## src/rtl/bsc_tx_pkg.sv

```systemverilog
package bsc_tx_pkg;

   // =====================================================
   // Register map
   localparam logic [7:0] CTRL_OFF   = 8'h00;
   localparam logic [7:0] STATUS_OFF = 8'h04;
   localparam logic [7:0] TXDATA_OFF = 8'h08;
   localparam logic [7:0] BCC_OFF    = 8'h0c;

   // =====================================================
   // Control field positions
   localparam int CTRL_START_BIT  = 0;
   localparam int CTRL_CODE_LSB   = 1;
   localparam int CTRL_CHECK_LSB  = 3;
   localparam int CTRL_STXINC_BIT = 5;
   localparam int CTRL_ITBOPT_LSB = 6;
   localparam int CTRL_FILL_BIT   = 8;
   localparam int CTRL_LOCK_BIT   = 9;

   // Status field positions
   localparam int ST_MODE_LSB  = 0;
   localparam int ST_LOCK_BIT  = 2;
   localparam int ST_FULL_BIT  = 3;
   localparam int ST_URUN_BIT  = 4;
   localparam int ST_TOUT_BIT  = 5;
   localparam int ST_URST_BIT  = 6;
   localparam int ST_CFGE_BIT  = 7;

   localparam logic [9:0] CTRL_RESET = 10'h000;

   // =====================================================
   // Codings, check types and intermediate-block options
   typedef enum logic [1:0] {CODE_EBCDIC, CODE_ASCII7, CODE_ASCII8,
                             CODE_RSVD} code_t;
   typedef enum logic [1:0] {CHK_CRC_B, CHK_CRC_S, CHK_LRC,
                             CHK_RSVD} check_t;
   typedef enum logic [1:0] {ITB_DATA, ITB_MODE, ITB_EIB,
                             ITB_RSVD} itb_opt_t;
   typedef enum logic [1:0] {MODE_CONTROL, MODE_NORMAL,
                             MODE_TRANSP} tx_mode_t;

   typedef struct packed {
      logic     fill_opt;
      itb_opt_t itb_opt;
      logic     stx_incl;
      check_t   check;
      code_t    code;
   } cfg_t;

   // =====================================================
   // Control characters, EBCDIC and ASCII
   localparam logic [7:0] E_SOH = 8'h01, A_SOH = 8'h01;
   localparam logic [7:0] E_STX = 8'h02, A_STX = 8'h02;
   localparam logic [7:0] E_ETX = 8'h03, A_ETX = 8'h03;
   localparam logic [7:0] E_DLE = 8'h10, A_DLE = 8'h10;
   localparam logic [7:0] E_ITB = 8'h1f, A_ITB = 8'h1f;
   localparam logic [7:0] E_ETB = 8'h26, A_ETB = 8'h17;
   localparam logic [7:0] E_ENQ = 8'h2d, A_ENQ = 8'h05;
   localparam logic [7:0] E_SYN = 8'h32, A_SYN = 8'h16;

   // Reflected polynomials, bit 0 sent first
   localparam logic [15:0] CRC_B_POLY = 16'ha001;
   localparam logic [15:0] CRC_S_POLY = 16'h8408;
   localparam logic [15:0] BCC_INIT   = 16'h0000;

   // =====================================================
   // Timing
   localparam int unsigned CLK_KHZ      = 200000;
   localparam int unsigned FILL_TIME_MS = 1000;
   localparam int unsigned FILL_CYCLES  = FILL_TIME_MS * CLK_KHZ;
   localparam int unsigned BIT_DIV      = 16;

endpackage

```

## src/rtl/bsc_transmit_framer.sv

```systemverilog
`timescale 1ns/100ps
module bsc_transmit_framer
   import bsc_tx_pkg::*;
#(
   parameter int unsigned FILL_CYC = FILL_CYCLES,
   parameter int unsigned DIV      = BIT_DIV
)(
   input  wire logic        ref_clk,
   input  wire logic        rst_b,
   input  wire logic        psel,
   input  wire logic        penable,
   input  wire logic        pwrite,
   input  wire logic [7:0]  paddr,
   input  wire logic [31:0] pwdata,
   output logic [31:0]      prdata,
   output logic             pready,
   output logic             pslverr,
   output logic             line_txd,
   output logic             l2_irq
);

   // =====================================================
   // State
   cfg_t        cfg_reg;
   tx_mode_t    mode_reg, mode_next;
   logic        lock_reg, lock_next;
   logic        dle_reg, dle_next;
   logic        del_reg, del_next;
   logic [7:0]  pend_reg [2];
   logic [7:0]  pend_next [2];
   logic [1:0]  pcnt_reg, pcnt_next;
   logic [15:0] bcc_reg, bcc_next;
   logic        fill_req_reg;
   logic        urun_reg, urun_next;
   logic        tout_st_reg, urun_st_reg;
   logic [7:0]  hold_reg;
   logic        full_reg;
   logic [7:0]  shift_reg;
   logic [3:0]  left_reg;
   logic [15:0] div_reg;
   logic [31:0] tmr_reg;
   logic        go, take;
   logic [7:0]  ch;
   logic        bit_tick, slot, tmr_hit, start_wr, lock_wr;
   logic        acc_w, ctl_w, cfg_err;
   check_t      eff_chk;

   // =====================================================
   // Helpers
   function automatic logic [15:0] acc(input logic [15:0] b,
                                        input logic [7:0] c,
                                        input check_t t);
      logic [15:0] r;
      r = b;
      if (t == CHK_LRC)
         r = {8'h00, b[7:0] ^ c};
      else
         for (int i = 0; i < 8; i++)
         begin
            if (r[0] ^ c[i])
               r = (r >> 1) ^ ((t == CHK_CRC_B) ? CRC_B_POLY
                                                : CRC_S_POLY);
            else
               r = r >> 1;
         end
      return r;
   endfunction

   function automatic logic [7:0] sym(input logic asc,
                                      input logic [7:0] e,
                                      input logic [7:0] a);
      return asc ? a : e;
   endfunction

   // =====================================================
   // Bit-rate divider and timer
   assign bit_tick = (div_reg == 16'(DIV - 1));
   assign slot     = bit_tick && (left_reg == 4'h0);
   assign tmr_hit  = (tmr_reg == FILL_CYC - 1);

   always_ff @(posedge ref_clk or negedge rst_b)
   begin
      if (!rst_b)
         div_reg <= 16'h0000;
      else if (bit_tick)
         div_reg <= 16'h0000;
      else
         div_reg <= div_reg + 16'h0001;
   end

   always_ff @(posedge ref_clk or negedge rst_b)
   begin
      if (!rst_b)
         tmr_reg <= 32'h0000_0000;
      else if (mode_reg == MODE_CONTROL || tmr_hit)
         tmr_reg <= 32'h0000_0000;
      else
         tmr_reg <= tmr_reg + 32'h0000_0001;
   end

   always_ff @(posedge ref_clk or negedge rst_b)
   begin
      if (!rst_b)
         fill_req_reg <= 1'b0;
      else if (tmr_hit && cfg_reg.fill_opt)
         fill_req_reg <= 1'b1;
      else if (slot && pcnt_reg == 2'd0 && !lock_reg)
         fill_req_reg <= 1'b0;
   end

   // =====================================================
   // Character engine
   assign cfg_err = (mode_reg == MODE_TRANSP) && (cfg_reg.check == CHK_LRC);
   assign eff_chk = cfg_err ? CHK_CRC_S : cfg_reg.check;

   always_comb
   begin
      logic       asc;
      logic [7:0] c;
      logic [15:0] nb;
      asc       = (cfg_reg.code != CODE_EBCDIC);
      c         = (cfg_reg.code == CODE_ASCII7) ? {1'b0, hold_reg[6:0]}
                                                : hold_reg;
      nb        = acc(bcc_reg, c, eff_chk);
      mode_next = mode_reg;
      lock_next = lock_reg;
      dle_next  = dle_reg;
      del_next  = del_reg;
      pend_next = pend_reg;
      pcnt_next = pcnt_reg;
      bcc_next  = bcc_reg;
      urun_next = urun_reg;
      acc_w     = 1'b0;
      ctl_w     = 1'b0;
      go        = 1'b0;
      take      = 1'b0;
      ch        = 8'h00;
      // Drop the char after an EIB-mode ITB while check bytes go out
      if (del_reg && full_reg && !(slot && pcnt_reg == 2'd0))
      begin
         take     = 1'b1;
         del_next = 1'b0;
      end
      if (slot)
      begin
         if (pcnt_reg != 2'd0)
         begin
            go           = 1'b1;
            ch           = pend_reg[0];
            pend_next[0] = pend_reg[1];
            pcnt_next    = pcnt_reg - 2'd1;
         end
         else if (mode_reg != MODE_CONTROL && fill_req_reg && !lock_reg)
         begin
            // Fill pair, never accumulated
            go           = 1'b1;
            ch           = (mode_reg == MODE_NORMAL)
                           ? sym(asc, E_SYN, A_SYN)
                           : sym(asc, E_DLE, A_DLE);
            pend_next[0] = sym(asc, E_SYN, A_SYN);
            pcnt_next    = 2'd1;
         end
         else if (full_reg)
         begin
            take      = 1'b1;
            urun_next = 1'b0;
            if (del_reg)
               del_next = 1'b0;
            else
            begin
               go = 1'b1;
               ch = c;
               unique case (mode_reg)
                  MODE_CONTROL:
                  begin
                     dle_next = (c == sym(asc, E_DLE, A_DLE));
                     if (c == sym(asc, E_STX, A_STX))
                     begin
                        mode_next = dle_reg ? MODE_TRANSP
                                            : MODE_NORMAL;
                        if (cfg_reg.stx_incl)
                           bcc_next = nb;
                     end
                     else if (c == sym(asc, E_SOH, A_SOH))
                        mode_next = MODE_NORMAL;
                  end
                  MODE_NORMAL:
                  begin
                     dle_next  = 1'b0;
                     lock_next = 1'b0;
                     if (dle_reg && c == sym(asc, E_STX, A_STX))
                        mode_next = MODE_TRANSP;
                     else if (c == sym(asc, E_DLE, A_DLE))
                     begin
                        lock_next = 1'b1;
                        dle_next  = 1'b1;
                     end
                     else if (c == sym(asc, E_ENQ, A_ENQ))
                        ctl_w = 1'b1;
                     else if (c == sym(asc, E_ETB, A_ETB) ||
                              c == sym(asc, E_ETX, A_ETX))
                     begin
                        acc_w = 1'b1;
                        ctl_w = 1'b1;
                     end
                     else if (c == sym(asc, E_ITB, A_ITB))
                     begin
                        lock_next = 1'b1;
                        if (cfg_reg.itb_opt == ITB_DATA)
                           bcc_next = nb;
                        else
                        begin
                           acc_w    = 1'b1;
                           del_next = (cfg_reg.itb_opt == ITB_EIB);
                        end
                     end
                     else if (c != sym(asc, E_SYN, A_SYN))
                        bcc_next = nb;
                  end
                  default:
                  begin
                     dle_next = 1'b0;
                     if (dle_reg)
                     begin
                        lock_next = 1'b0;
                        if (c == sym(asc, E_ENQ, A_ENQ))
                           ctl_w = 1'b1;
                        else if (c == sym(asc, E_ETB, A_ETB) ||
                                 c == sym(asc, E_ETX, A_ETX))
                        begin
                           acc_w = 1'b1;
                           ctl_w = 1'b1;
                        end
                        else if (c == sym(asc, E_ITB, A_ITB) &&
                                 cfg_reg.itb_opt != ITB_DATA)
                        begin
                           acc_w     = 1'b1;
                           mode_next = MODE_NORMAL;
                           del_next  = (cfg_reg.itb_opt == ITB_EIB);
                        end
                        else
                           bcc_next = nb;
                     end
                     else if (c == sym(asc, E_DLE, A_DLE))
                     begin
                        if (lock_reg)
                           dle_next = 1'b1;
                        else
                        begin
                           pend_next[0] = c;
                           pcnt_next    = 2'd1;
                           bcc_next     = nb;
                        end
                     end
                     else
                        bcc_next = nb;
                  end
               endcase
               if (acc_w)
               begin
                  // Check bytes follow the ending character
                  pend_next[0] = nb[7:0];
                  pend_next[1] = nb[15:8];
                  pcnt_next    = (eff_chk == CHK_LRC) ? 2'd1 : 2'd2;
                  bcc_next     = BCC_INIT;
               end
               if (ctl_w)
               begin
                  mode_next = MODE_CONTROL;
                  bcc_next  = BCC_INIT;
                  lock_next = 1'b0;
               end
            end
         end
         else if (mode_reg != MODE_CONTROL)
         begin
            // Underrun fill, never accumulated
            go           = 1'b1;
            urun_next    = 1'b1;
            ch           = (mode_reg == MODE_NORMAL)
                           ? sym(asc, E_SYN, A_SYN)
                           : sym(asc, E_DLE, A_DLE);
            pend_next[0] = sym(asc, E_SYN, A_SYN);
            pcnt_next    = 2'd1;
         end
         if (go && cfg_reg.code == CODE_ASCII7 && mode_reg != MODE_TRANSP)
            ch = {~^ch[6:0], ch[6:0]};
      end
   end

   always_ff @(posedge ref_clk or negedge rst_b)
   begin
      if (!rst_b)
      begin
         mode_reg    <= MODE_CONTROL;
         lock_reg    <= 1'b0;
         dle_reg     <= 1'b0;
         del_reg     <= 1'b0;
         pend_reg[0] <= 8'h00;
         pend_reg[1] <= 8'h00;
         pcnt_reg    <= 2'd0;
         bcc_reg     <= BCC_INIT;
         urun_reg    <= 1'b0;
      end
      else if (start_wr)
      begin
         mode_reg <= MODE_CONTROL;
         lock_reg <= 1'b0;
         dle_reg  <= 1'b0;
         del_reg  <= 1'b0;
         pcnt_reg <= 2'd0;
         bcc_reg  <= BCC_INIT;
         urun_reg <= 1'b0;
      end
      else
      begin
         mode_reg  <= mode_next;
         lock_reg  <= lock_next || lock_wr;
         dle_reg   <= dle_next;
         del_reg   <= del_next;
         pend_reg  <= pend_next;
         pcnt_reg  <= pcnt_next;
         bcc_reg   <= bcc_next;
         urun_reg  <= urun_next;
      end
   end

   // =====================================================
   // Serializer, low bit first, mark when idle
   always_ff @(posedge ref_clk or negedge rst_b)
   begin
      if (!rst_b)
      begin
         shift_reg <= 8'h00;
         left_reg  <= 4'h0;
         line_txd  <= 1'b1;
      end
      else if (slot && go)
      begin
         line_txd  <= ch[0];
         shift_reg <= {1'b0, ch[7:1]};
         left_reg  <= 4'h7;
      end
      else if (bit_tick && left_reg != 4'h0)
      begin
         line_txd  <= shift_reg[0];
         shift_reg <= {1'b0, shift_reg[7:1]};
         left_reg  <= left_reg - 4'h1;
      end
      else if (slot)
         line_txd <= 1'b1;
   end

   always_ff @(posedge ref_clk or negedge rst_b)
   begin
      if (!rst_b)
         l2_irq <= 1'b0;
      else
         l2_irq <= urun_next || (tmr_hit && !cfg_reg.fill_opt);
   end

   // =====================================================
   // APB slave, one wait state
   logic acc_ph, wr_ok, sel_ok;
   assign acc_ph   = psel && penable && !pready;
   assign sel_ok   = (paddr == CTRL_OFF) || (paddr == STATUS_OFF) ||
                     (paddr == TXDATA_OFF) || (paddr == BCC_OFF);
   assign wr_ok    = acc_ph && pwrite;
   assign start_wr = wr_ok && paddr == CTRL_OFF && pwdata[CTRL_START_BIT];
   assign lock_wr  = wr_ok && paddr == CTRL_OFF && pwdata[CTRL_LOCK_BIT];

   always_ff @(posedge ref_clk or negedge rst_b)
   begin
      if (!rst_b)
         cfg_reg <= cfg_t'(CTRL_RESET[8:1]);
      else if (wr_ok && paddr == CTRL_OFF)
         cfg_reg <= cfg_t'(pwdata[CTRL_FILL_BIT:CTRL_CODE_LSB]);
   end

   always_ff @(posedge ref_clk or negedge rst_b)
   begin
      if (!rst_b)
      begin
         hold_reg <= 8'h00;
         full_reg <= 1'b0;
      end
      else if (wr_ok && paddr == TXDATA_OFF && (!full_reg || take))
      begin
         hold_reg <= pwdata[7:0];
         full_reg <= 1'b1;
      end
      else if (take || start_wr)
         full_reg <= 1'b0;
   end

   always_ff @(posedge ref_clk or negedge rst_b)
   begin
      if (!rst_b)
      begin
         tout_st_reg <= 1'b0;
         urun_st_reg <= 1'b0;
      end
      else
      begin
         if (tmr_hit && !cfg_reg.fill_opt)
            tout_st_reg <= 1'b1;
         else if (wr_ok && paddr == STATUS_OFF && pwdata[ST_TOUT_BIT])
            tout_st_reg <= 1'b0;
         if (urun_next && !urun_reg)
            urun_st_reg <= 1'b1;
         else if (wr_ok && paddr == STATUS_OFF && pwdata[ST_URST_BIT])
            urun_st_reg <= 1'b0;
      end
   end

   always_ff @(posedge ref_clk or negedge rst_b)
   begin
      if (!rst_b)
      begin
         pready  <= 1'b0;
         pslverr <= 1'b0;
         prdata  <= 32'h0000_0000;
      end
      else
      begin
         pready  <= acc_ph;
         pslverr <= acc_ph && (!sel_ok || (pwrite &&
                    paddr == TXDATA_OFF && full_reg && !take));
         prdata  <= 32'h0000_0000;
         if (acc_ph && !pwrite)
            unique case (paddr)
               CTRL_OFF:
                  prdata <= {22'h0, lock_reg, cfg_reg, 1'b0};
               STATUS_OFF:
                  prdata <= {24'h000000, cfg_err, urun_st_reg,
                             tout_st_reg, urun_reg, full_reg,
                             lock_reg, mode_reg};
               BCC_OFF:
                  prdata <= {16'h0000, bcc_reg};
               default:
                  prdata <= 32'h0000_0000;
            endcase
      end
   end

endmodule

```

## config.mk

```make
export PLATFORM = sky130hd
export DESIGN_NAME = bsc_transmit_framer
export DESIGN_NICKNAME = d
export VERILOG_FILES = /design/src/rtl/bsc_tx_pkg.sv /design/src/rtl/bsc_transmit_framer.sv
export SDC_FILE = /design/constraint.sdc
export NUM_CORES = 1
export LEC_CHECK = 0
export ABC_AREA = 1
export BUFFER_PORTS_ARGS = -buffer_cell sky130_fd_sc_hd__buf_4
export CAP_MARGIN = 15
export CORE_MARGIN = 4
export CORE_UTILIZATION = 40
export CTS_BUF_LIST = sky130_fd_sc_hd__clkbuf_8
export DETAILED_ROUTE_END_ITERATION = 8
export MAX_ROUTING_LAYER = met4
export SLEW_MARGIN = 20
export SYNTH_ARGS = -nofsm -noshare
export SYNTH_HDL_FRONTEND = slang
export SYNTH_SLANG_ARGS = --single-unit
```

## constraint.sdc

```tcl
create_clock -name ref_clk -period 2.4 [get_ports ref_clk]
set_clock_uncertainty 0.1 [all_clocks]
set_input_delay 0.12 -clock ref_clk [delete_from_list [all_inputs] [get_ports ref_clk]]
set_output_delay 0.12 -clock ref_clk [all_outputs]
set_load 0.02 [all_outputs]
```

==> metrics.md, run 1 <==
| Metric | Value |
|---|---|
| Status | `finished with violations` |
| Failing checks | `negative setup slack` |
| Switch Pwr | `1375 µW` |
| Multi-input gate area in the final layout | `4866 µm²` |
| Die extent in y | `150.1 µm` |
| Primary flip-flop cell chosen by synthesis mapping | `dfrtp_1` |
| Most frequent standard cell in the layout excluding fill and tap cells | `buf_4` |
| Final weighted congestion of routability-driven global placement | `0.9526` |
| Antenna diodes | `0` |
| Post-detailed-placement half-perimeter wirelength | `18120 µm` |
| Largest net degree at the start of global routing | `59` |
| Crit path largest cell delay | `0.37 ns` |
| Relative contribution of combinational cells to total power | `0.115` |
| Final core area utilization | `0.6815` |
| Classification of the worst-slack hold path | `in -> reg` |
| First-pass GRT wire length | `45460 µm` |
| I/O pin count | `81` |
| # clock sinks | `139` |
| Cell Int Power | `3810 µW` |
| Starting utilization of the core area | `0.4111` |
| Clock network fraction of design power | `0.410` |
| Vias after detailed routing | `approximately 9000` |
| Warnings from Yosys | `0` |
| Hold violation total from the final report | `0` |
| Register cell area after layout | `3483 µm²` |
| Relative slew margins | `0.5552` |
| Cell at the root of the clock tree | `clkbuf_8` |
| Series of cell instances along the critical path | `ha_2 -> nand4_1 -> nor2_2 -> nand2_2 -> nor2_4 -> nand2_2 -> nor2_4 -> nand2_4 -> nor2_4 -> nand3_2 -> nor2_4 -> nand3_4 -> nor2_4 -> nand2_2 -> nor2_4 -> nand3_4 -> nor2_4 -> nand2_4 -> inv_4 -> nand3_2 -> o21ai_1 -> a21oi_1` |
| CP Class | `reg -> reg` |
| DRC Markers | `0` |
| Final worst path period need | `3.319 ns` |
| Instance count of the mapped netlist | `1037` |
| Worst hold slack | `0.03105 ns` |
| Number of slew-limit violations in the final report | `0` |
| Cts bufs inserted | `17` |
| Crit path max-delay family | `simple AND/OR/NAND/NOR gates` |
| Transition at the pin with the smallest max-transition slack | `0.6603 ns` |
| Final worst-path cycle share | `1.383` |
| Worst Path Max Fanout | `3` |
| Setup-violating endpoint count in the final report | `79` |
| Fraction of layout cells with a size suffix above 1 | `0.4755` |
| Routed length per instance | `17.07 µm` |
| Count of placed standard cells in the final layout, fillers left out | `1754` |
| Setup repair after global routing missed its margin | `yes` |
| Data required time of the worst path | `2.65 ns` |
| Fraction of synthesis flops using an asynchronous set or reset pin | `1.000` |
| Syn Std Cell Area | `8080 µm²` |
| Power density cells | `387.1 nW/µm²` |
| Flops & latches, synth | `~140` |
| Flip-flop count of the largest register, all copies and words added | `32` |
| DRT Wirelength | `between 20000 and 30000 µm` |
| PnR Total Power | `5185 µW` |
| Width of the die | `150.1 µm` |
| Buffers plus inverters on the worst setup path | `1` |
| Die ar. | `22540 µm²` |
| Core region area | `slightly below 20000 µm²` |
| Clock-pin slew on the worst setup and hold paths | `roughly 0.09 ns` |
| Launching element type of the critical path | `flop` |
| Iteration count of the initial detailed-routing pass | `7` |
| Sequential Power Share | `0.476` |
| Maximum clock frequency | `0.3013 GHz` |
| Sequential area share after synthesis | `0.4306` |
| Worst-path cell with the longest stage delay | `dfrtp_1` |
| Initial detailed-routing violation count | `626` |
| Layout net count | `1524` |
| Total routing resource utilization after global routing | `0.2634` |
| Arrival time of data at the critical path endpoint | `3.57 ns` |
| Number of cell rows | `51` |
| Clk Latency, worst-skew pair | `0.48 ns` |
| Area added between synthesis and finish | `65.76%` |
| Buffers from clock root to sink, at most | `2` |
| Worst voltage drop across the vdd grid | `between 0.2 and 0.3 mV` |
| Number of levels the H-tree was split into | `4` |
| Leakage Power | `0.006635 µW` |
| Cell Count Post-Placement | `1534` |
| Count of nets left with antenna violations after detail routing | `0` |
| EDFF count, synth | `0` |
| TritonCTS clock tree | `yes` |
| Average cell area after synthesis | `~8 µm²` |
| Final worst setup slack | `-0.9187 ns` |
| Distinct cell type count of the synthesized netlist | `58` |
| Number of antenna violations at the first check in global routing | `0` |
| Most frequent cell on the critical path | `nor2_4` |
| Commonest non-fill, non-tap cells in the layout | `buf_4 (364), nand2_1 (148), inv_1 (142)` |
| Kind of capture point of the worst setup path | `flop` |
| Remaining global-route overflow | `0` |
| Routed via count divided by cell count | `5.121` |
| Share of total power consumed by net switching | `0.2652` |
| Number of buffers added on ports | `42` |
| Count of maximum capacitance violations | `0` |
| Fillcell total | `1508` |
| Vias in the first global route | `9060` |
==> cells by family after synthesis <==
| logic type | count (synthesis) | synth area share |
|---|---|---|
| AND/OR/NAND/NOR | 444 | 0.2648 |
| AO/OA/AOI/OAI | 216 | 0.1583 |
| buffers and inverters | 201 | 0.1042 |
| flip-flops | 139 | 0.4306 |
| XOR/XNOR | 29 | 0.03143 |
| multiplexers | 4 | 0.005574 |
| adder cells (fa/ha/maj) | 3 | 0.004646 |
| other | 1 | 0.0004641 |
==> metrics by stage <==
step	cell area, µm²	setup TNS [ns]	setup WS [ns]
finish	13390	-33.77	-0.9187
global route	13390	-44.52	-1.074
CTS	12580	-14.49	-0.4209
detailed placement	10350	-15.57	-0.4541
global placement	10350	-13.54	-0.3653
floorplan	8292	-4.458	-0.3076
==> layout make-up <==
cell class | instances | share of cell area
timing repair buffer | 439 | 0.2719
tap | 265 | 0.02475
inverter | 167 | 0.04792
multi-input combinational | 712 | 0.3633
clock buffer | 18 | 0.01850
clock inverter | 14 | 0.01355
sequential | 139 | 0.2601
==> layer usage <==
metal | routed length (µm) | global-route usage | vias up | share of wire
met3 | 1599 | 0.04846 | 106 | 0.053
met5 | 0 | - | - | 0
met1 | 12090 | 0.3152 | 4273 | 0.40
met4 | 1417 | 0.1139 | 0 | 0.047
li1 | - | - | 4278 | -
met2 | 14840 | 0.4373 | 325 | 0.50
==> tightest hold or removal path, cell delays in order <==
cell     delay [ns]
buf_4          0.08
nor2_1         0.03
inv_1          0.05
nor2_2         0.05
buf_4          0.13
o32ai_1        0.10
==> final timing paths <==
check,startpoint,end,slack (ns),cells after the start
worst min-delay path,paddr[0],pslverr,0.03,6
worst min register to register,left_reg[1],left_reg[1],0.40,2
worst max-delay path,tmr_reg[1],tmr_reg[30],-0.92,22
worst max register to register,tmr_reg[1],tmr_reg[30],-0.92,22
max in group asynchronous,rst_b,pend_reg[8],1.41,3
min in group asynchronous,rst_b,tmr_reg[8],0.05,2
==> synth_stat cells (3+ instances only) <==
master	number	area share
o21ai_2	7	0.0076
nand2_1	192	0.089
nor2_1	92	0.043
nand2_2	9	0.0070
mux2_2	4	0.0056
nor3_1	31	0.019
xnor2_1	11	0.012
nand3_1	45	0.028
buf_4	17	0.016
nor2_4	3	0.0042
a22oi_1	11	0.010
nor2_8	3	0.0074
dfrtp_1	138	0.43
o21ai_1	9	0.0056
o21ai_0	92	0.057
inv_2	9	0.0042
nand4_1	19	0.015
clkbuf_1	9	0.0042
buf_2	5	0.0031
inv_1	155	0.072
a21oi_1	56	0.035
ha_1	3	0.0046
xor2_1	18	0.020
nor4_1	10	0.0077
nor2_2	16	0.012
o22ai_1	4	0.0031
a31oi_1	3	0.0023
o221ai_1	5	0.0054
nor3_2	4	0.0050
o22ai_2	5	0.0077
o211ai_1	4	0.0037
nand3_2	14	0.017
==> power groups by stage <==
stage | logic [µW] | clock network [µW] | registers (µW)
after floorplan | 207 | 0 | 2490
after global placement | 387 | 0 | 2490
after detailed placement | 393 | 0 | 2500
after CTS | 499 | 2150 | 2450
after global routing | 648 | 2250 | 2470
final | 594 | 2120 | 2470
==> repair_timing <==
item,in CTS,in global routing
pin swaps,57,71
buffers inserted,143,46
endpoints found under the hold margin,168,0
cloned,2,1
gates resized for setup,166,150
hold buffers,17,0
endpoints found under the setup margin,57,95
(Power assumes the default switching activity.)
==> inputs of run 2 (changes only) <==
Settings changed: ABC_CLOCK_PERIOD_IN_PS from default to 2400, CORE_ASPECT_RATIO from default to 0.5.
==> run 2 against run 1 <==
  * The flow still finishes with violations (negative setup slack)
  * Cell area down 2.5%
  * First-iteration DRC count down 13%
  * Clock power up 13%
  * Sequential cell count unchanged
  * Critical endpoint unchanged
  * Largest cell class unchanged
==> metrics.md, run 2 (same netlist as run 1, synthesis figures left out) <==
| Metric | Value |
|---|---|
| Status | `finished with violations` |
| Failing checks | `negative setup slack` |
| Series of cell instances along the critical path | `ha_2 -> nand4_1 -> nor2_2 -> nand2_2 -> nor2_4 -> nand2_2 -> nor2_2 -> nand2_1 -> nor2_2 -> nand3_2 -> nor2_4 -> nand3_2 -> nor2_2 -> nand2_1 -> nor2_2 -> nand3_2 -> nor2_4 -> nand2_2 -> clkinv_2 -> nand3_2 -> o21ai_2 -> a21oi_1` |
| Setup repair after global routing missed its margin | `yes` |
| Clk Latency, worst-skew pair | `0.49 ns (about the same)` |
| Relative slew margins | `0.5799 (+0.02476)` |
| Starting utilization of the core area | `0.4114 (about the same)` |
| Kind of capture point of the worst setup path | `flop` |
| Final worst-path cycle share | `1.255 (-0.1276)` |
| RR Endpoint | `tmr_reg[30]` |
| Worst voltage drop across the vdd grid | `0.3011 mV (+1.7%)` |
| Data required time of the worst path | `2.67 ns (+0.02 ns)` |
| Worst Path Max Fanout | `3 (unchanged)` |
| Final worst path period need | `3.012 ns (-0.3063 ns)` |
| Cts bufs inserted | `17 (unchanged)` |
| Largest net degree at the start of global routing | `53 (-10%)` |
| DRC Markers | `0 (unchanged)` |
| TritonCTS clock tree | `yes` |
| Number of slew-limit violations in the final report | `0 (unchanged)` |
| Leakage Power | `0.006316 µW (-4.8%)` |
| Width of the die | `209 µm (+39%)` |
| Most frequent standard cell in the layout excluding fill and tap cells | `buf_4` |
| Routed length per instance | `16.40 µm (-3.9%)` |
| Worst flop-to-flop path startpoint | `tmr_reg[0]` |
| Die extent in y | `108.5 µm (-28%)` |
| DRT Wirelength | `27800 µm (-7.2%)` |
| Worst setup slack for register-to-register paths | `-0.61 ns (+0.31 ns)` |
| Count of maximum capacitance violations | `0 (unchanged)` |
| Number of cell rows | `36 (-29%)` |
| Worst-path cell with the longest stage delay | `dfrtp_1` |
| Classification of the worst-slack hold path | `in -> reg` |
| Core region area | `19640 µm² (about the same)` |
| Terminating pin of the worst hold path | `pslverr` |
| Remaining global-route overflow | `0 (unchanged)` |
| Setup-violating endpoint count in the final report | `76 (-3.8%)` |
| Arrival time of data at the critical path endpoint | `3.29 ns (-0.28 ns)` |
| Vias in the first global route | `8395 (-7.3%)` |
| Instance area after placement | `10340 µm² (-0.13%)` |
| Launching element type of the critical path | `flop` |
| Fillcell total | `1625 (+7.8%)` |
| Antenna diodes | `0 (unchanged)` |
| WHS Path Cells | `6 (unchanged)` |
| Clock-pin slew on the worst setup and hold paths | `0.08 ns (about the same)` |
| First-pass GRT wire length | `42990 µm (-5.4%)` |
| Final instance area | `13060 µm² (-2.5%)` |
| Final weighted congestion of routability-driven global placement | `0.9154 (-3.9%)` |
| Power density cells | `416.2 nW/µm² (+7.5%)` |
| Vias after detailed routing | `8606 (-4.2%)` |
| Final worst setup slack | `-0.6124 ns (+0.3063 ns)` |
| Routed via count divided by cell count | `5.077 (-0.85%)` |
| Flip-flop count of the largest register, all copies and words added | `32 (unchanged)` |
| Count of nets left with antenna violations after detail routing | `0 (unchanged)` |
| CP Class | `reg -> reg` |
| Area added between synthesis and finish | `61.64%` |
| Number of cell instances on the worst register-to-register path | `22 (unchanged)` |
| Most frequent cell on the critical path | `nor2_2` |
| Iteration count of the initial detailed-routing pass | `5 (-2)` |
| Cell at the root of the clock tree | `clkbuf_8` |
| Initial detailed-routing violation count | `545 (-13%)` |
| PnR Total Power | `5436 µW (+4.8%)` |
| Number of buffers added on ports | `42 (unchanged)` |
| Number of antenna violations at the first check in global routing | `0 (unchanged)` |
| Worst min-delay path startpoint | `psel` |
| Crit path largest cell delay | `0.38 ns (about the same)` |
| Setup TNS | `-22.16 ns (+11.61 ns)` |
| Fraction of layout cells with a size suffix above 1 | `0.4591 (-0.01642)` |
| Die ar. | `22680 µm² (+0.61%)` |
| Pre-CTS WS | `-0.4685 ns (-0.01437 ns)` |
| Number of levels the H-tree was split into | `4 (unchanged)` |
| I/O pin count | `81 (unchanged)` |
| Total routing resource utilization after global routing | `0.2471 (-0.01628)` |
| Layout net count | `1464 (-3.9%)` |
| Post-detailed-placement half-perimeter wirelength | `18810 µm (+3.8%)` |
| Maximum clock frequency | `0.3320 GHz (+10%)` |
| Buffers from clock root to sink, at most | `2 (unchanged)` |
| Commonest non-fill, non-tap cells in the layout | `buf_4 (299), nand2_1 (144), inv_1 (140)` |
| Hold violation total from the final report | `0 (unchanged)` |
| Transition at the pin with the smallest max-transition slack | `0.6235 ns (-0.03675 ns)` |
| # clock sinks | `139 (unchanged)` |
==> run 2: cell count changes in the layout (fill, tap and decap cells not counted), sizes merged <==
cell / before / now
buf: 421 / 360
inv: 170 / 166
bufinv: 4 / 6
dlygate4sd3: 17 / 19
clkbuf: 19 / 18
clkinv: 5 / 6
clkinvlp: 2 / 3
==> run 2: timing repair <==
item	in CTS	in global routing
gates cloned	1	2
hold endpoints to repair	171	0
setup buffers	82	41
hold buffers	19	0
setup endpoints to repair	78	85
pin swaps	38	87
resized for setup	131	197
==> run 2: how the worst max path moves through the flow <==
stage	slack (ns)	end	cells past startpoint	start
floorplan	-0.31	tmr_reg[30]	22	tmr_reg[0]
global placement	-0.44	tmr_reg[29]	21	tmr_reg[2]
detailed placement	-0.47	tmr_reg[29]	21	tmr_reg[2]
CTS	-0.43	tmr_reg[30]	22	tmr_reg[0]
global route	-0.87	tmr_reg[28]	21	tmr_reg[0]
finish	-0.61	tmr_reg[30]	22	tmr_reg[0]
==> run 2: metal layers <==
metal  vias up  global-route usage  part of all wire
met5         -                   -                 0
li1       4153                   -                 -
met2       201              0.4041              0.48
met1      4200              0.3135              0.44
met3        52             0.05420             0.055
met4         0             0.07120             0.020
==> run 2: stage by stage <==
step	utilization	cells	hold slack, ns
5_1_grt	0.6651	1695	0.05037
3_5_place_dp	0.5263	1533	0.004564
3_3_place_gp	0.5263	1533	-0.006480
2_1_floorplan	-	1052	-0.2756
4_1_cts	0.6130	1663	0.01949
6_report	0.6651	1695	0.04629
==> run 2: worst max-delay path: cells and delay by family (launching register included) <==
family,cells,cell delay (ns)
buffers and inverters,1,0.06
AO/OA/AOI/OAI,2,0.16
AND/OR/NAND/NOR,18,2.00
adder cells (fa/ha/maj),1,0.20
flip-flops,1,0.38
==> run 2: area by class of cell <==
cell class / instances / area (µm²) / share of cell area
multi-input combinational: 712 / 4910 / 0.3759
inverter: 167 / 640.6 / 0.04905
sequential: 139 / 3485 / 0.2668
clock buffer: 18 / 247.7 / 0.01897
clock inverter: 14 / 242.7 / 0.01858
tap: 266 / 332.8 / 0.02548
timing repair buffer: 379 / 3203 / 0.2452
==> run 2: report_power, final <==
part / switching, µW / internal, µW
registers: 50.9 / 2400
clock network: 1020 / 1370
logic: 314 / 276
total: 1380 / 4050
==> inputs of run 3 (changes only) <==
Settings changed: PLACE_DENSITY from default to 0.68.
==> run 3 against run 2 <==
  * The flow still finishes with violations (negative setup slack)
  * Hold slack worse by 0.012 ns
  * Count of clock-buffer cells in the layout is 1 higher
  * Critical path type unchanged
  * Utilization increased by 1.0 points
==> metrics.md, run 3 (same netlist as run 1, synthesis figures left out) <==
| Metric | Value |
|---|---|
| Status | `finished with violations` |
| Failing checks | `negative setup slack` |
| Count of placed standard cells in the final layout, fillers left out | `1721 (+1.5%)` |
| Leakage Power | `0.006404 µW (+1.4%)` |
| Vias in the first global route | `9004 (+7.3%)` |
| Relative slew margins | `0.5493 (-0.03064)` |
| Fillcell total | `1420 (-13%)` |
| Final worst-path cycle share | `1.255 (about the same)` |
| Remaining global-route overflow | `0 (unchanged)` |
| Final worst setup slack | `-0.6122 ns (+0.0001880 ns)` |
| Vias after detailed routing | `9092 (+5.6%)` |
| Count of nets left with antenna violations after detail routing | `0 (unchanged)` |
| Power density cells | `394.2 nW/µm² (-5.3%)` |
| Count of maximum capacitance violations | `0 (unchanged)` |
| Setup repair after global routing missed its margin | `yes` |
| Fraction of layout cells with a size suffix above 1 | `0.4859 (+0.02685)` |
| Total routing resource utilization after global routing | `0.2518 (+0.004638)` |
| Maximum clock frequency | `0.3320 GHz (about the same)` |
| Worst Path Max Fanout | `3 (unchanged)` |
| Worst min-delay path startpoint | `paddr[6]` |
| Routed length on met2 | `14500 µm (+8.1%)` |
| Met1 wire length | `11960 µm (-2.6%)` |
| Hold violation total from the final report | `0 (unchanged)` |
| Kind of capture point of the worst setup path | `flop` |
| Worst flop-to-flop path startpoint | `tmr_reg[0]` |
| Pre-CTS WS | `-0.5049 ns (-0.03640 ns)` |
| Buffers from clock root to sink, at most | `2 (unchanged)` |
| Post-detailed-placement half-perimeter wirelength | `18280 µm (-2.9%)` |
| # clock sinks | `139 (unchanged)` |
| Iteration count of the initial detailed-routing pass | `7 (+2)` |
| Cell at the root of the clock tree | `clkbuf_8` |
| Most frequent standard cell in the layout excluding fill and tap cells | `buf_4` |
| DRT Wirelength | `29100 µm (+4.7%)` |
| Routed via count divided by cell count | `5.283 (+4.1%)` |
| Flip-flop count of the largest register, all copies and words added | `32 (unchanged)` |
| Transition at the pin with the smallest max-transition slack | `0.6761 ns (+0.05255 ns)` |
| Top sig layer | `met4` |
| Area added between synthesis and finish | `64.18%` |
| Instance area after placement | `10300 µm² (-0.39%)` |
| Number of levels the H-tree was split into | `4 (unchanged)` |
| Starting utilization of the core area | `0.4114 (unchanged)` |
| Die extent in y | `108.5 µm (unchanged)` |
| Worst setup slack for register-to-register paths | `-0.61 ns (about the same)` |
| First element of the critical path | `tmr_reg[0]` |
| Last element of the critical path | `tmr_reg[30]` |
| Final instance area | `13270 µm² (+1.6%)` |
| TritonCTS clock tree | `yes` |
| Clk Latency, worst-skew pair | `0.47 ns (-0.02 ns)` |
| Antenna diodes | `0 (unchanged)` |
| Cell Count Post-Placement | `1531 (-0.13%)` |
| Cts bufs inserted | `17 (unchanged)` |
| Final worst path period need | `3.012 ns (-0.0001880 ns)` |
| Worst voltage drop across the vdd grid | `0.3254 mV (+8.1%)` |
| Layout net count | `1490 (+1.8%)` |
| RR Endpoint | `tmr_reg[30]` |
| Number of buffers added on ports | `42 (unchanged)` |
| Number of slew-limit violations in the final report | `0 (unchanged)` |
| Data required time of the worst path | `2.65 ns (-0.02 ns)` |
| Initial detailed-routing violation count | `766 (+41%)` |
| Largest net degree at the start of global routing | `72 (+36%)` |
| Commonest non-fill, non-tap cells in the layout | `buf_4 (337), nand2_1 (140), inv_1 (134), dfrtp_1 (134), nor2_1 (69)` |
| Number of cell instances on the worst register-to-register path | `22 (unchanged)` |
| Classification of the worst-slack hold path | `in -> reg` |
| Routed length per instance | `16.91 µm (+3.1%)` |
| DRC Markers | `0 (unchanged)` |
| Worst hold slack | `0.03456 ns (-0.01172 ns)` |
| Number of antenna violations at the first check in global routing | `0 (unchanged)` |
| Arrival time of data at the critical path endpoint | `3.27 ns (-0.02 ns)` |
| Die ar. | `22680 µm² (unchanged)` |
| Final weighted congestion of routability-driven global placement | `0.9128 (-0.28%)` |
| Setup-violating endpoint count in the final report | `78 (+2.6%)` |
| Clock-pin slew on the worst setup and hold paths | `0.09 ns (about the same)` |
| Core region area | `19640 µm² (unchanged)` |
| Launching element type of the critical path | `flop` |
| First-pass GRT wire length | `44840 µm (+4.3%)` |
| Number of cell rows | `36 (unchanged)` |
| Width of the die | `209 µm (unchanged)` |
| I/O pin count | `81 (unchanged)` |
| Total length of routed met3 wires | `1808 µm (+18%)` |
| CP Class | `reg -> reg` |
run 3: cell count changes in the layout (fill, tap and decap cells not counted), sizes merged:
cell and delta:
buf +28, bufinv -2, clkbuf +1, clkinv +1, clkinvlp -1, dlygate4sd3 -2, inv +1
run 3: area by class of cell:
cell class	count	area, µm²	area share
Clock buffer	19	261.5	0.01971
Clock inverter	13	188.9	0.01424
Inverter	167	643.1	0.04848
Multi-Input combinational cell	712	5030	0.3791
Sequential cell	139	3485	0.2627
Tap cell	266	332.8	0.02509
Timing Repair Buffer	405	3326	0.2507
run 3: report_power, final:
part / internal [µW] / total (µW) / switching, µW / leakage [µW]
Combinational: 251 / 579 / 328 / 0.00449
Sequential: 2400 / 2460 / 57.4 / 0.00169
Clock: 1190 / 2190 / 996 / 0.000223
Total: 3850 / 5230 / 1380 / 0.00640
run 3: worst max-delay path, stage by stage (launching register included):
cell and delay (ns):
dfrtp_1 0.41, ha_2 0.19, nand4_1 0.11, nor2_2 0.18, nand2_2 0.10, nor2_4 0.13, nand2_2 0.09, nor2_4 0.13
nand2_2 0.08, nor2_4 0.13, nand3_4 0.09, nor2_4 0.11, nand3_2 0.09, nor2_2 0.12, nand2_2 0.08, nor2_4 0.10
nand3_2 0.10, nor2_4 0.12, nand2_2 0.08, clkinv_2 0.07, nand3_2 0.07, o21ai_1 0.14, a21oi_1 0.08
run 3: metal layers:
| metal | vias to the layer above | GRT usage |
|---|---|---|
| li1 | 4204 | - |
| met3 | 78 | 0.04783 |
| met1 | 4461 | 0.3085 |
| met4 | 0 | 0.07771 |
| met2 | 349 | 0.4288 |
| met5 | - | - |
run 3: metrics by stage:
step	power (µW)	utilization	TNS [ns]
global route	5434	0.6755	-32.56
global placement	2894	0.5243	-13.69
floorplan	2701	-	-4.458
detailed placement	2910	0.5243	-18.00
CTS	5165	0.6262	-13.19
finish	5230	0.6755	-20.87
run 3: repair_timing:
item | 4_1_cts | 5_1_grt
setup buffers | 115 | 54
endpoints found under the hold margin | 100 | 0
hold buffers | 17 | 0
setup endpoints to repair | 57 | 99
gates resized for setup | 170 | 184
pin swaps | 57 | 103
cloned | 2 | 2
run 3: worst min-delay path by stage:
stage                 end  slack (ns)  cells past startpoint
2_1_floorplan  bcc_reg[0]       -0.28                      0
3_3_place_gp   prdata[14]        0.07                      1
3_5_place_dp   prdata[13]        0.08                      1
4_1_cts           pslverr      0.0006                      6
5_1_grt           pslverr        0.04                      6
6_report          pslverr        0.03                      6
